## config.mk

```make
export PLATFORM = sky130hd
export DESIGN_NAME = usi_irq
export DESIGN_NICKNAME = d
export VERILOG_FILES = /design/src/design/usi_pkg.sv /design/src/design/usi_irq.sv
export SDC_FILE = /design/constraint.sdc
export NUM_CORES = 1
export LEC_CHECK = 0
export BUFFER_PORTS_ARGS = -buffer_cell sky130_fd_sc_hd__clkbuf_2
export CORE_ASPECT_RATIO = 0.5
export CORE_MARGIN = 8
export CORE_UTILIZATION = 54
export CTS_BUF_LIST = sky130_fd_sc_hd__clkbuf_4
export CTS_CLUSTER_DIAMETER = 30
export DETAILED_ROUTE_END_ITERATION = 16
export PLACE_DENSITY = 0.9
export SYNTH_ARGS = -nofsm -noshare
export SYNTH_HDL_FRONTEND = slang
export SYNTH_SLANG_ARGS = --single-unit
```

## constraint.sdc

```tcl
create_clock -name clk -period 3.7 [get_ports clk]
set_input_delay 0.37 -clock clk [delete_from_list [all_inputs] [get_ports clk]]
set_output_delay 0.37 -clock clk [all_outputs]
set_load 0.005 [all_outputs]
```

## src/design/usi_pkg.sv

```systemverilog
`default_nettype none
package usi_pkg;
	localparam logic [7:0] SPC_EN_ADDR  = 8'h05;
	localparam logic [7:0] SPC_FLG_ADDR = 8'h06;
	localparam logic [7:0] STS_EN_ADDR  = 8'h07;
	localparam logic [7:0] STS_FLG_ADDR = 8'h08;
	localparam logic [7:0] REG_RESET    = 8'h00;
	localparam int BIT_ADDR_CHAR  = 5;
	localparam int BIT_BREAK      = 4;
	localparam int BIT_STOP_B     = 3;
	localparam int BIT_STOP_A     = 2;
	localparam int BIT_RESUME_B   = 1;
	localparam int BIT_RESUME_A   = 0;
	localparam int BIT_CLK_READY  = 5;
	localparam int GPIO_PER_CHAN  = 4;
	localparam int NUM_GPIO       = 16;
	localparam int NUM_CHAN       = 4;
	localparam logic [7:0] SPC_MASK = 8'h3F;
	localparam logic [7:0] STS_MASK = 8'h2F;
endpackage
`default_nettype wire

```

## src/design/usi_irq.sv

```systemverilog
`default_nettype none
module usi_irq
	import usi_pkg::*;
#(
	parameter int CHANNEL = 0
) (
	input  wire logic        clk,
	input  wire logic        reset,
	input  wire logic [7:0]  reg_addr,
	input  wire logic        reg_wr,
	input  wire logic        reg_rd,
	input  wire logic [7:0]  reg_wdata,
	output logic      [7:0]  reg_rdata,
	input  wire logic        multidrop_mode,
	input  wire logic        special_char_detect,
	input  wire logic        addr_char_rx,
	input  wire logic        line_break_rx,
	input  wire logic        stop_char_b_rx,
	input  wire logic        stop_char_a_rx,
	input  wire logic        resume_char_b_rx,
	input  wire logic        resume_char_a_rx,
	input  wire logic        clock_settled_in,
	input  wire logic        crystal_source,
	input  wire logic        clock_disabled,
	input  wire logic [15:0] gpio_in,
	input  wire logic        main_irq_register_rd,
	output logic             special_char_summary,
	output logic             status_summary
);
	// only four channels exist, each owning one group of four lines
	if (CHANNEL < 0 || CHANNEL >= NUM_CHAN) begin : g_bad_channel
		$error("channel out of range");
	end

	logic [7:0] special_char_irq_enable;
	logic [7:0] special_char_irq_flags;
	logic [7:0] status_irq_enable;
	logic       clock_settled;
	logic [3:0] pin_change_flag;
	logic [3:0] pin_prev;
	logic       pin_valid;
	logic [7:0] next_spc_en, next_spc_flg, next_sts_en;
	logic       next_clock_settled;
	logic [3:0] next_pin_flag;
	logic       next_spc_sum, next_sts_sum;
	logic [7:0] next_rdata;
	logic [7:0] spc_set;
	logic [3:0] pins;
	logic [3:0] pin_edge;
	logic       rd_spc, rd_sts, spc_hit, sts_hit;

	always_comb begin
		pins = gpio_in[CHANNEL*GPIO_PER_CHAN +: GPIO_PER_CHAN];
		rd_spc = reg_rd && reg_addr == SPC_FLG_ADDR;
		rd_sts = reg_rd && reg_addr == STS_FLG_ADDR;
		spc_set = 8'h00;
		spc_set[BIT_ADDR_CHAR] = addr_char_rx && multidrop_mode;
		spc_set[BIT_BREAK] = line_break_rx;
		spc_set[BIT_STOP_B] = stop_char_b_rx && special_char_detect;
		spc_set[BIT_STOP_A] = stop_char_a_rx && special_char_detect;
		spc_set[BIT_RESUME_B] = resume_char_b_rx && special_char_detect;
		spc_set[BIT_RESUME_A] = resume_char_a_rx && special_char_detect;
		next_spc_en = special_char_irq_enable;
		next_sts_en = status_irq_enable;
		if (reg_wr && reg_addr == SPC_EN_ADDR)
			next_spc_en = reg_wdata & SPC_MASK;
		if (reg_wr && reg_addr == STS_EN_ADDR)
			next_sts_en = reg_wdata & STS_MASK;
		// set after clear so a coincident event survives the read
		next_spc_flg = (rd_spc ? 8'h00 : special_char_irq_flags) | spc_set;
		// the first sample after reset only primes the history, so no false edge
		pin_edge = pin_valid ? (pins ^ pin_prev) : 4'h0;
		next_pin_flag = (rd_sts ? 4'h0 : pin_change_flag) | pin_edge;
		// read never touches clock-ready; disable or a non-crystal source drops it
		if (clock_disabled || !crystal_source)
			next_clock_settled = 1'b0;
		else
			next_clock_settled = clock_settled | clock_settled_in;
		// next enables too, so a flag read right after the enable write still raises
		spc_hit = |(next_spc_flg & next_spc_en);
		sts_hit = (next_clock_settled && next_sts_en[BIT_CLK_READY])
			|| |(next_pin_flag & next_sts_en[3:0]);
		next_spc_sum = (main_irq_register_rd ? 1'b0 : special_char_summary) | spc_hit;
		next_sts_sum = (main_irq_register_rd ? 1'b0 : status_summary) | sts_hit;
		case (reg_addr)
			SPC_EN_ADDR:  next_rdata = special_char_irq_enable;
			SPC_FLG_ADDR: next_rdata = special_char_irq_flags;
			STS_EN_ADDR:  next_rdata = status_irq_enable;
			STS_FLG_ADDR: next_rdata = {2'b00, clock_settled, 1'b0, pin_change_flag};
			default:      next_rdata = 8'h00;
		endcase
	end

	always_ff @(posedge clk) begin
		if (reset) begin
			special_char_irq_enable <= REG_RESET;
			special_char_irq_flags  <= REG_RESET;
			status_irq_enable       <= REG_RESET;
			clock_settled           <= 1'b0;
			pin_change_flag         <= 4'h0;
			pin_prev                <= 4'h0;
			pin_valid               <= 1'b0;
			special_char_summary    <= 1'b0;
			status_summary          <= 1'b0;
			reg_rdata               <= 8'h00;
		end else begin
			special_char_irq_enable <= next_spc_en;
			special_char_irq_flags  <= next_spc_flg;
			status_irq_enable       <= next_sts_en;
			clock_settled           <= next_clock_settled;
			pin_change_flag         <= next_pin_flag;
			pin_prev                <= pins;
			pin_valid               <= 1'b1;
			special_char_summary    <= next_spc_sum;
			status_summary          <= next_sts_sum;
			reg_rdata               <= next_rdata;
		end
	end
endmodule // usi_irq
`default_nettype wire

```

Word level (Yosys, flattened, before mapping):

Index checks and enable logic that the tools add are counted.
W data, S select, Z words.

* equal/unequal tests: 4
* mux-type cells: 10
* bitwise gates (word level): 8
* reductions and logical operators: 15

Operator list (number)
* $pmux W8 S4: 1
* $eq A8 B3 Y1 const B: 3
* $mux W8: 2
* $logic_and A1 B1 Y1: 10
* $and A8 B8 Y8: 1
* $eq A8 B4 Y1 const B: 1
* $mux W4: 2
* $or A8 B6 Y8: 1
* $reduce_or A8 Y1: 1
* $mux W6: 1
* $and A4 B4 Y4: 1
* $mux W1: 4
* $or A4 B4 Y4: 1
* $reduce_or A4 Y1: 1
* $xor A4 B4 Y4: 1
* $or A1 B1 Y1: 3
* $logic_or A1 B1 Y1: 2
* $logic_not A1 Y1: 1

* register bits: 41
* input port bits: 48
* output and inout bits: 10
* logic and storage cells: 47

Depth between registers and ports, before layout:

Gate-level depths: netlist of run 1.

* word-level depth: 8
* mapped depth: 7
* mapped depth without buffers: 5

Worst setup path before layout of run 1:

Ideal clock, no wire load.

* path kind: input-to-reg
* start point: input reg_addr[5]
* end point: register special_char_summary
* library setup time: 0.125 ns
* data arrival time: 2.141 ns
* path slack: 1.433 ns
* cell stages on the path: 6
* path through: or4_4 -> or4_1 -> buf_2 -> a22oi_2 -> o22ai_1 -> o41a_1

* word-level cells in the longest chain between the ends: 7
* elaborated cells between the ends (all ways): 10
* those cells by class: eq/ne: 2; mux: 2; bitwise: 3; reduce/logical: 3

Ends and longest elaborated chain
* from (decl): RTL line usi_irq.sv:9 `input wire logic [7:0] reg_addr,`
* $eq A8 B3 Y1: RTL line usi_irq.sv:54 `rd_spc = reg_rd && reg_addr == SPC_FLG_ADDR;`
* $logic_and A1 B1 Y1: RTL line usi_irq.sv:54
* $mux W8: RTL line usi_irq.sv:70 `next_spc_flg = (rd_spc ? 8'h00 : special_char_irq_flags) | spc_set;`
* $or A8 B6 Y8: RTL line usi_irq.sv:70
* $and A8 B8 Y8 *: RTL line usi_irq.sv:80 `spc_hit = |(next_spc_flg & next_spc_en);`
* $reduce_or A8 Y1 *: RTL line usi_irq.sv:80
* $or A1 B1 Y1 *: RTL line usi_irq.sv:83 `next_spc_sum = (main_irq_register_rd ? 1'b0 : special_char_summary) | spc_hit;`
* to (signal assigned): RTL line usi_irq.sv:114 `special_char_summary <= next_spc_sum;`
* to (decl): RTL line usi_irq.sv:27 `output logic special_char_summary,`

Mark *: on every way between the ends. The rest lies on a longest branch, timed or not.
A chain may end at the register's enable or synchronous reset.

Worst setup path in the final report of run 1:

Ends and elaborated chain as after synthesis.

==> results of run 1 <==
[layout by cell type (no fill, tap or decap), types with 3 or more instances in the layout]
cell type	Yosys	routed
xor2_1	4	4
o22ai_1	4	4
nor2_1	36	36
mux2i_1	16	16
clkbuf_4	0	6
clkbuf_2	0	43
a22oi_1	8	8
a22oi_2	3	3
a221oi_1	4	4
inv_1	4	4
nor2b_1	7	7
dfxtp_1	41	41
[worst max-delay path, stage by stage]
cell	delay [ns]
clkbuf_2	0.09
nor4_1	0.58
and4b_1	0.62
mux2i_1	0.31
o22ai_1	0.14
o41a_1	0.41
[kinds of logic after synthesis]
kind of cell / share of synthesized area, %
simple gates: 19.7
flops: 51.0
compound gates: 14.8
mux: 9.95
buf+inv: 2.49
xor+xnor: 2.18
[path summary, 6_finish.rpt]
check	startpoint	endpoint	slack, ns	cells past startpoint
worst min-delay path	gpio_in[1]	pin_prev[1]	0.25	2
worst min register to register	special_char_irq_flags[1]	reg_rdata[1]	0.49	2
worst max register to register	pin_prev[3]	status_summary	2.40	4
worst max-delay path	reg_addr[5]	special_char_summary	1.42	6
[through the flow]
step                cell area, sq um  worst slack, ns  hold WS (ns)  utilization, %  instances
global route                    1910             1.35         0.247            65.1        248
global placement                1850             1.14         0.461            63.3        240
finish                          1910             1.42         0.250            65.1        248
CTS                             1910             1.49         0.241            65.1        248
detailed placement              1850             1.12         0.465            63.3        240
floorplan                       1610             1.43         0.442               -        163
[registers in the layout, summed over array words and instances (netlist names)]
register	flops
reg_rdata	8
special_char_irq_enable	8
special_char_irq_flags	8
status_irq_enable	5
pin_change_flag	4
pin_prev	4
clock_settled	1
pin_valid	1
special_char_summary	1
status_summary	1
[metal layers]
metal / up-vias / global-route usage (%) / wire length (um)
li1: 675 / - / -
met1: 627 / 17.2 / 1610
met2: 37 / 25.3 / 1730
met3: 10 / 5.20 / 257
met4: 0 / 7.65 / 93
met5: - / 0 / 0
[final cells by class]
type,instances,area (sq um)
clock buffers,6,45.0
clock inverters,2,10.0
well taps,40,50.0
repair buffers,43,215
fillers,247,1020
inverters,4,15.0
multi-input cells,112,749
flip-flops and latches,41,821
[power by group through the flow]
stage               clock [uW]  sequential (uW)  combinational (uW)
global placement             0              470                56.1
global route               239              462                65.0
finish                     218              461                58.5
CTS                        224              460                58.4
detailed placement           0              470                58.2
floorplan                    0              468                31.7
==> metrics.md, run 1 <==
| Metric | Value |
|---|---|
| Cells after synthesis | `163` |
| Largest fanout on the critical path | `9` |
| Final period utilization | `61.5%` |
| IO buf count | `43` |
| Routed wire per std cell | `14.9 um` |
| Top Ports | `58` |
| Antenna diodes | `0` |
| Vias in the first global route | `1,294` |
| Die H | `54.6 um` |
| Post-CTS sizing | `0` |
| Arr. time, crit path | `2.52 ns` |
| Initial antenna violation count | `0` |
| Top-count cell post-synth | `dfxtp_1` |
| Cts hold-fix bufs | `0` |
| Area Growth Syn to Fin | `18.3%` |
| DR DRC count | `0` |
| Dpl hpwl | `2880 um` |
| Post-DR vias/cell | `5.44` |
| Number of synthesized flops with an enable pin | `0` |
| Unrepaired setup endpoints after global routing | `false` |
| Gr ovfl total | `0` |
| Final min period | `2.28 ns` |
| Synth top cells by count | `dfxtp_1 (41), nor2_1 (36), mux2i_1 (16)` |
| Flop pwr share | `62.5%` |
| P_int | `562 uW` |
| H-tree levels | `2` |
| Row cnt | `14` |
| Min-Delay Path Class | `input port to flip-flop` |
| Pwr Total | `737 uW` |
| Worst ir drop on vdd | `190 uV` |
| Fraction of layout cells with a size suffix above 1 | `26.9%` |
| Crit path kind | `input port to flip-flop` |
| Clock power frac | `29.6%` |
| Via count | `1,349` |
| Maxcap violations | `0` |
| Worst slew margin relative to its limit | `43.6%` |
| Clk buf depth | `2` |
| Max Fclk | `439 MHz` |
| Root Driver | `clkbuf_4` |
| Starting Density | `55.0%` |
| Skew-Pair Late Insertion Delay | `0.35 ns` |
| Synth top area share | `51.0%` |
| Pin count of the biggest net entering global routing | `29` |
| Clock-pin slew on the worst setup and hold paths | `0.11 ns` |
| Combinational share of power | `7.9%` |
| Largest cells by area after synthesis | `dfxtp_1 (51%), mux2i_1 (9.9%), nor2_1 (8.4%)` |
| Measured slew at the worst slew-check pin | `0.840 ns` |
| Asr flop ratio synth | `0%` |
| Final Hold Vio Count | `0` |
| Sw Pwr | `176 uW` |
| Switching share of total power | `23.8%` |
| Yosys warning count | `0` |
| CTS Buf Count | `5` |
| Syn Area/Cell | `9.88 sq um` |
| DIE AREA | `5090 sq um` |
| Sink Count | `41` |
| CTS tree | `done` |
| Primary FF master, synth | `dfxtp_1` |
| Seq/Total Area, Yosys | `51.0%` |
| Crit path capture type | `flip-flop` |
| Leakage power | `0.000827 uW` |
| Slew Limit Fails | `0` |
| Post-CTS Setup Inserts | `0` |
| Net Count, Synth | `211` |
| All-Layer GR Usage | `15.0%` |
| First-pass GRT wire length | `5800 um` |
| Die width | `93.2 um` |
| Setup TNS | `0 ns` |
| Clock Skews | `0.00532 ns` |
| Critical path launch point type | `input port` |
| Area leader, netlist | `dfxtp_1` |
| Unique masters post-synth | `35` |
| Critical path required time | `3.94 ns` |
| Placer Congestion | `0.805` |
| Power Density | `387 nW/um^2` |
| First DRT Iteration DRCs | `97` |
| Syn Std Cell Area | `1610 sq um` |
| TritonRoute pass-1 iters | `4` |
| Core Box Area | `2930 sq um` |
| Status | `complete, no violations` |
| Final setup viols | `0` |
| Drt total wl | `3690 um` |
| Yosys reg bits | `41` |
| DRT antenna net count | `0` |
| Nets | `255` |
Power figures use the tool's default switching activity.
==> run 2: changes to the inputs <==
--- a/config.mk
+++ b/config.mk
@@ -8,11 +8,11 @@
 export BUFFER_PORTS_ARGS = -buffer_cell sky130_fd_sc_hd__clkbuf_2
 export CORE_ASPECT_RATIO = 0.5
 export CORE_MARGIN = 8
-export CORE_UTILIZATION = 54
+export CORE_UTILIZATION = 50
 export CTS_BUF_LIST = sky130_fd_sc_hd__clkbuf_4
 export CTS_CLUSTER_DIAMETER = 30
 export DETAILED_ROUTE_END_ITERATION = 16
-export PLACE_DENSITY = 0.9
+export PLACE_DENSITY = 0.84
 export SYNTH_ARGS = -nofsm -noshare
 export SYNTH_HDL_FRONTEND = slang
 export SYNTH_SLANG_ARGS = --single-unit
==> constraint.sdc (replaced) <==
create_clock -name clk -period 2.38 [get_ports clk]
set_input_delay 0.238 -clock clk [delete_from_list [all_inputs] [get_ports clk]]
set_output_delay 0.238 -clock clk [all_outputs]
set_load 0.005 [all_outputs]
==> metrics.md, run 2 (same netlist as run 1, synthesis figures left out) <==
| Metric | Value |
|---|---|
| Row cnt | `14` |
| Fillcell total | `259` |
| Arr. time, crit path | `2.24 ns` |
| Skew-Pair Late Insertion Delay | `0.35 ns` |
| Via count | `1,359` |
| Critical path startpoint | `reg_addr[5]` |
| Starting Density | `53.1%` |
| Worst ir drop on vdd | `385 uV` |
| Hold_sp | `gpio_in[1]` |
| Fraction of layout cells with a size suffix above 1 | `28.5%` |
| Die H | `56.1 um` |
| Sink Count | `41` |
| Cts hold-fix bufs | `0` |
| Final Hold Vio Count | `0` |
| Status | `complete, no violations` |
| Fin Hold WS | `0.111 ns` |
| Gr ovfl total | `0` |
| TritonRoute pass-1 iters | `4` |
| CP Cell Sequence | `clkbuf_2 -> or4_4 -> or4_1 -> buf_4 -> a21oi_2 -> o22ai_1 -> o41a_1` |
| Vias in the first global route | `1,347` |
| Combinational share of power | `7.4%` |
| Placer Congestion | `0.807` |
| Most common cell after layout, fill and taps aside | `clkbuf_2` |
| Min-Delay Path Class | `input port to flip-flop` |
| Worst slew margin relative to its limit | `63.4%` |
| Initial antenna violation count | `0` |
| R2R depth | `4` |
| Flop pwr share | `56.8%` |
| CTS tree | `done` |
| H-tree levels | `2` |
| Clock Skews | `0.00583 ns` |
| Critical Path Max Stage Delay | `0.55 ns` |
| Worst Hold Path EP | `pin_prev[1]` |
| DIE AREA | `5400 sq um` |
| Crit path kind | `input port to flip-flop` |
| Core Box Area | `3030 sq um` |
| CTS Buf Count | `5` |
| Dpl hpwl | `2880 um` |
| Final min period | `1.98 ns` |
| All-Layer GR Usage | `14.5%` |
| Critical path launch point type | `input port` |
| Max Fclk | `504 MHz` |
| Area of the multi-input gates | `749 sq um` |
| Clock power frac | `35.8%` |
| Seq. cell area | `821 sq um` |
| Met2 GRT Util | `22.0%` |
| IO buf count | `43` |
| Post-CTS sizing | `0` |
| Drt total wl | `3730 um` |
| Measured slew at the worst slew-check pin | `0.549 ns` |
| Sw Pwr | `280 uW` |
| Maxcap violations | `0` |
| RR Startpoint | `pin_prev[3]` |
| Pin count of the biggest net entering global routing | `29` |
| M3 GR Usage | `4.85%` |
| Hold depth | `2` |
| First DRT Iteration DRCs | `114` |
| Final period utilization | `83.3%` |
| Power Density | `639 nW/um^2` |
| Area Growth Syn to Fin | `22.6%` |
| Routed wire per std cell | `14.7 um` |
| GR Layer Usage met1 | `17.7%` |
| Crit path capture type | `flip-flop` |
| First-pass GRT wire length | `6060 um` |
| Final setup viols | `0` |
| Clock-pin slew on the worst setup and hold paths | `0.12 ns` |
| Slowest-stage cell, CP | `or4_4` |
| Post-CTS Setup Inserts | `0` |
| Largest registers | `reg_rdata x8, special_char_irq_enable x8, special_char_irq_flags x8` |
| Top Ports | `58` |
| Root Driver | `clkbuf_4` |
| Antenna diodes | `0` |
| DP Cell Count | `246` |
| Unrepaired setup endpoints after global routing | `false` |
| Slew Limit Fails | `0` |
| RR Endpoint | `status_summary` |
| Die width | `96.3 um` |
| Critical path required time | `2.63 ns` |
| Most Crowded Layer GR | `met2` |
| P_int | `981 uW` |
| Setup TNS | `0 ns` |
| Most frequent cells in the layout | `clkbuf_2 (43), dfxtp_1 (41), nor2_1 (36)` |
| Nets | `261` |
| Fin cells | `254` |
| Post-DR vias/cell | `5.35` |
| DR DRC count | `0` |
| DRT antenna net count | `0` |
| FF-to-FF setup slack | `1.08 ns` |
| Largest fanout on the critical path | `9` |
| Switching share of total power | `22.2%` |
| Clk buf depth | `2` |
| Leakage power | `0.000866 uW` |
[run 2: worst max-delay path, delay by kind of cell]
family	cells	cell delay (ns)
buf+inv	2	0.28
simple gates	2	1.04
compound gates	3	0.68
[run 2: how the worst max path moves through the flow]
| stage | to | slack, ns | cells after the start |
|---|---|---|---|
| 3_5_place_dp | special_char_summary | 0.03 | 7 |
| 6_report | special_char_summary | 0.40 | 7 |
| 2_1_floorplan | special_char_summary | 0.25 | 6 |
| 5_1_grt | special_char_summary | 0.36 | 7 |
| 3_3_place_gp | special_char_summary | 0.07 | 7 |
| 4_1_cts | special_char_summary | 0.41 | 7 |
[run 2: power groups by stage]
stage / combinational (uW) / sequential (uW) / clock (uW)
2_1_floorplan: 49.2 / 727 / 0
3_3_place_gp: 89.9 / 731 / 0
3_5_place_dp: 92.5 / 731 / 0
4_1_cts: 93.1 / 716 / 461
5_1_grt: 103 / 719 / 490
6_report: 92.9 / 716 / 452
[run 2: per-stage QoR]
step                      utilization [%]  instance area (sq um)  setup slack [ns]  total power (uW)
after CTS                            65.2                   1970             0.415              1270
final                                65.2                   1970             0.398              1260
after global placement               62.6                   1900            0.0725               820
after detailed placement             62.6                   1900            0.0343               824
after floorplan                         -                   1610             0.245               777
after global routing                 65.2                   1970             0.355              1310
[run 2: layout make-up]
type / count / area share [%]
flip-flops and latches: 41 / 41.6
clock inverters: 2 / 1.71
inverters: 4 / 0.760
repair buffers: 49 / 13.2
well taps: 40 / 2.53
clock buffers: 6 / 2.28
multi-input cells: 112 / 38.0
[run 2: metal layers]
layer  vias to the layer above  share of wire (%)
met3                         8                7.3
met5                         -                  0
met4                         0                1.9
met2                        42                 47
met1                       620                 44
li1                        689                  -
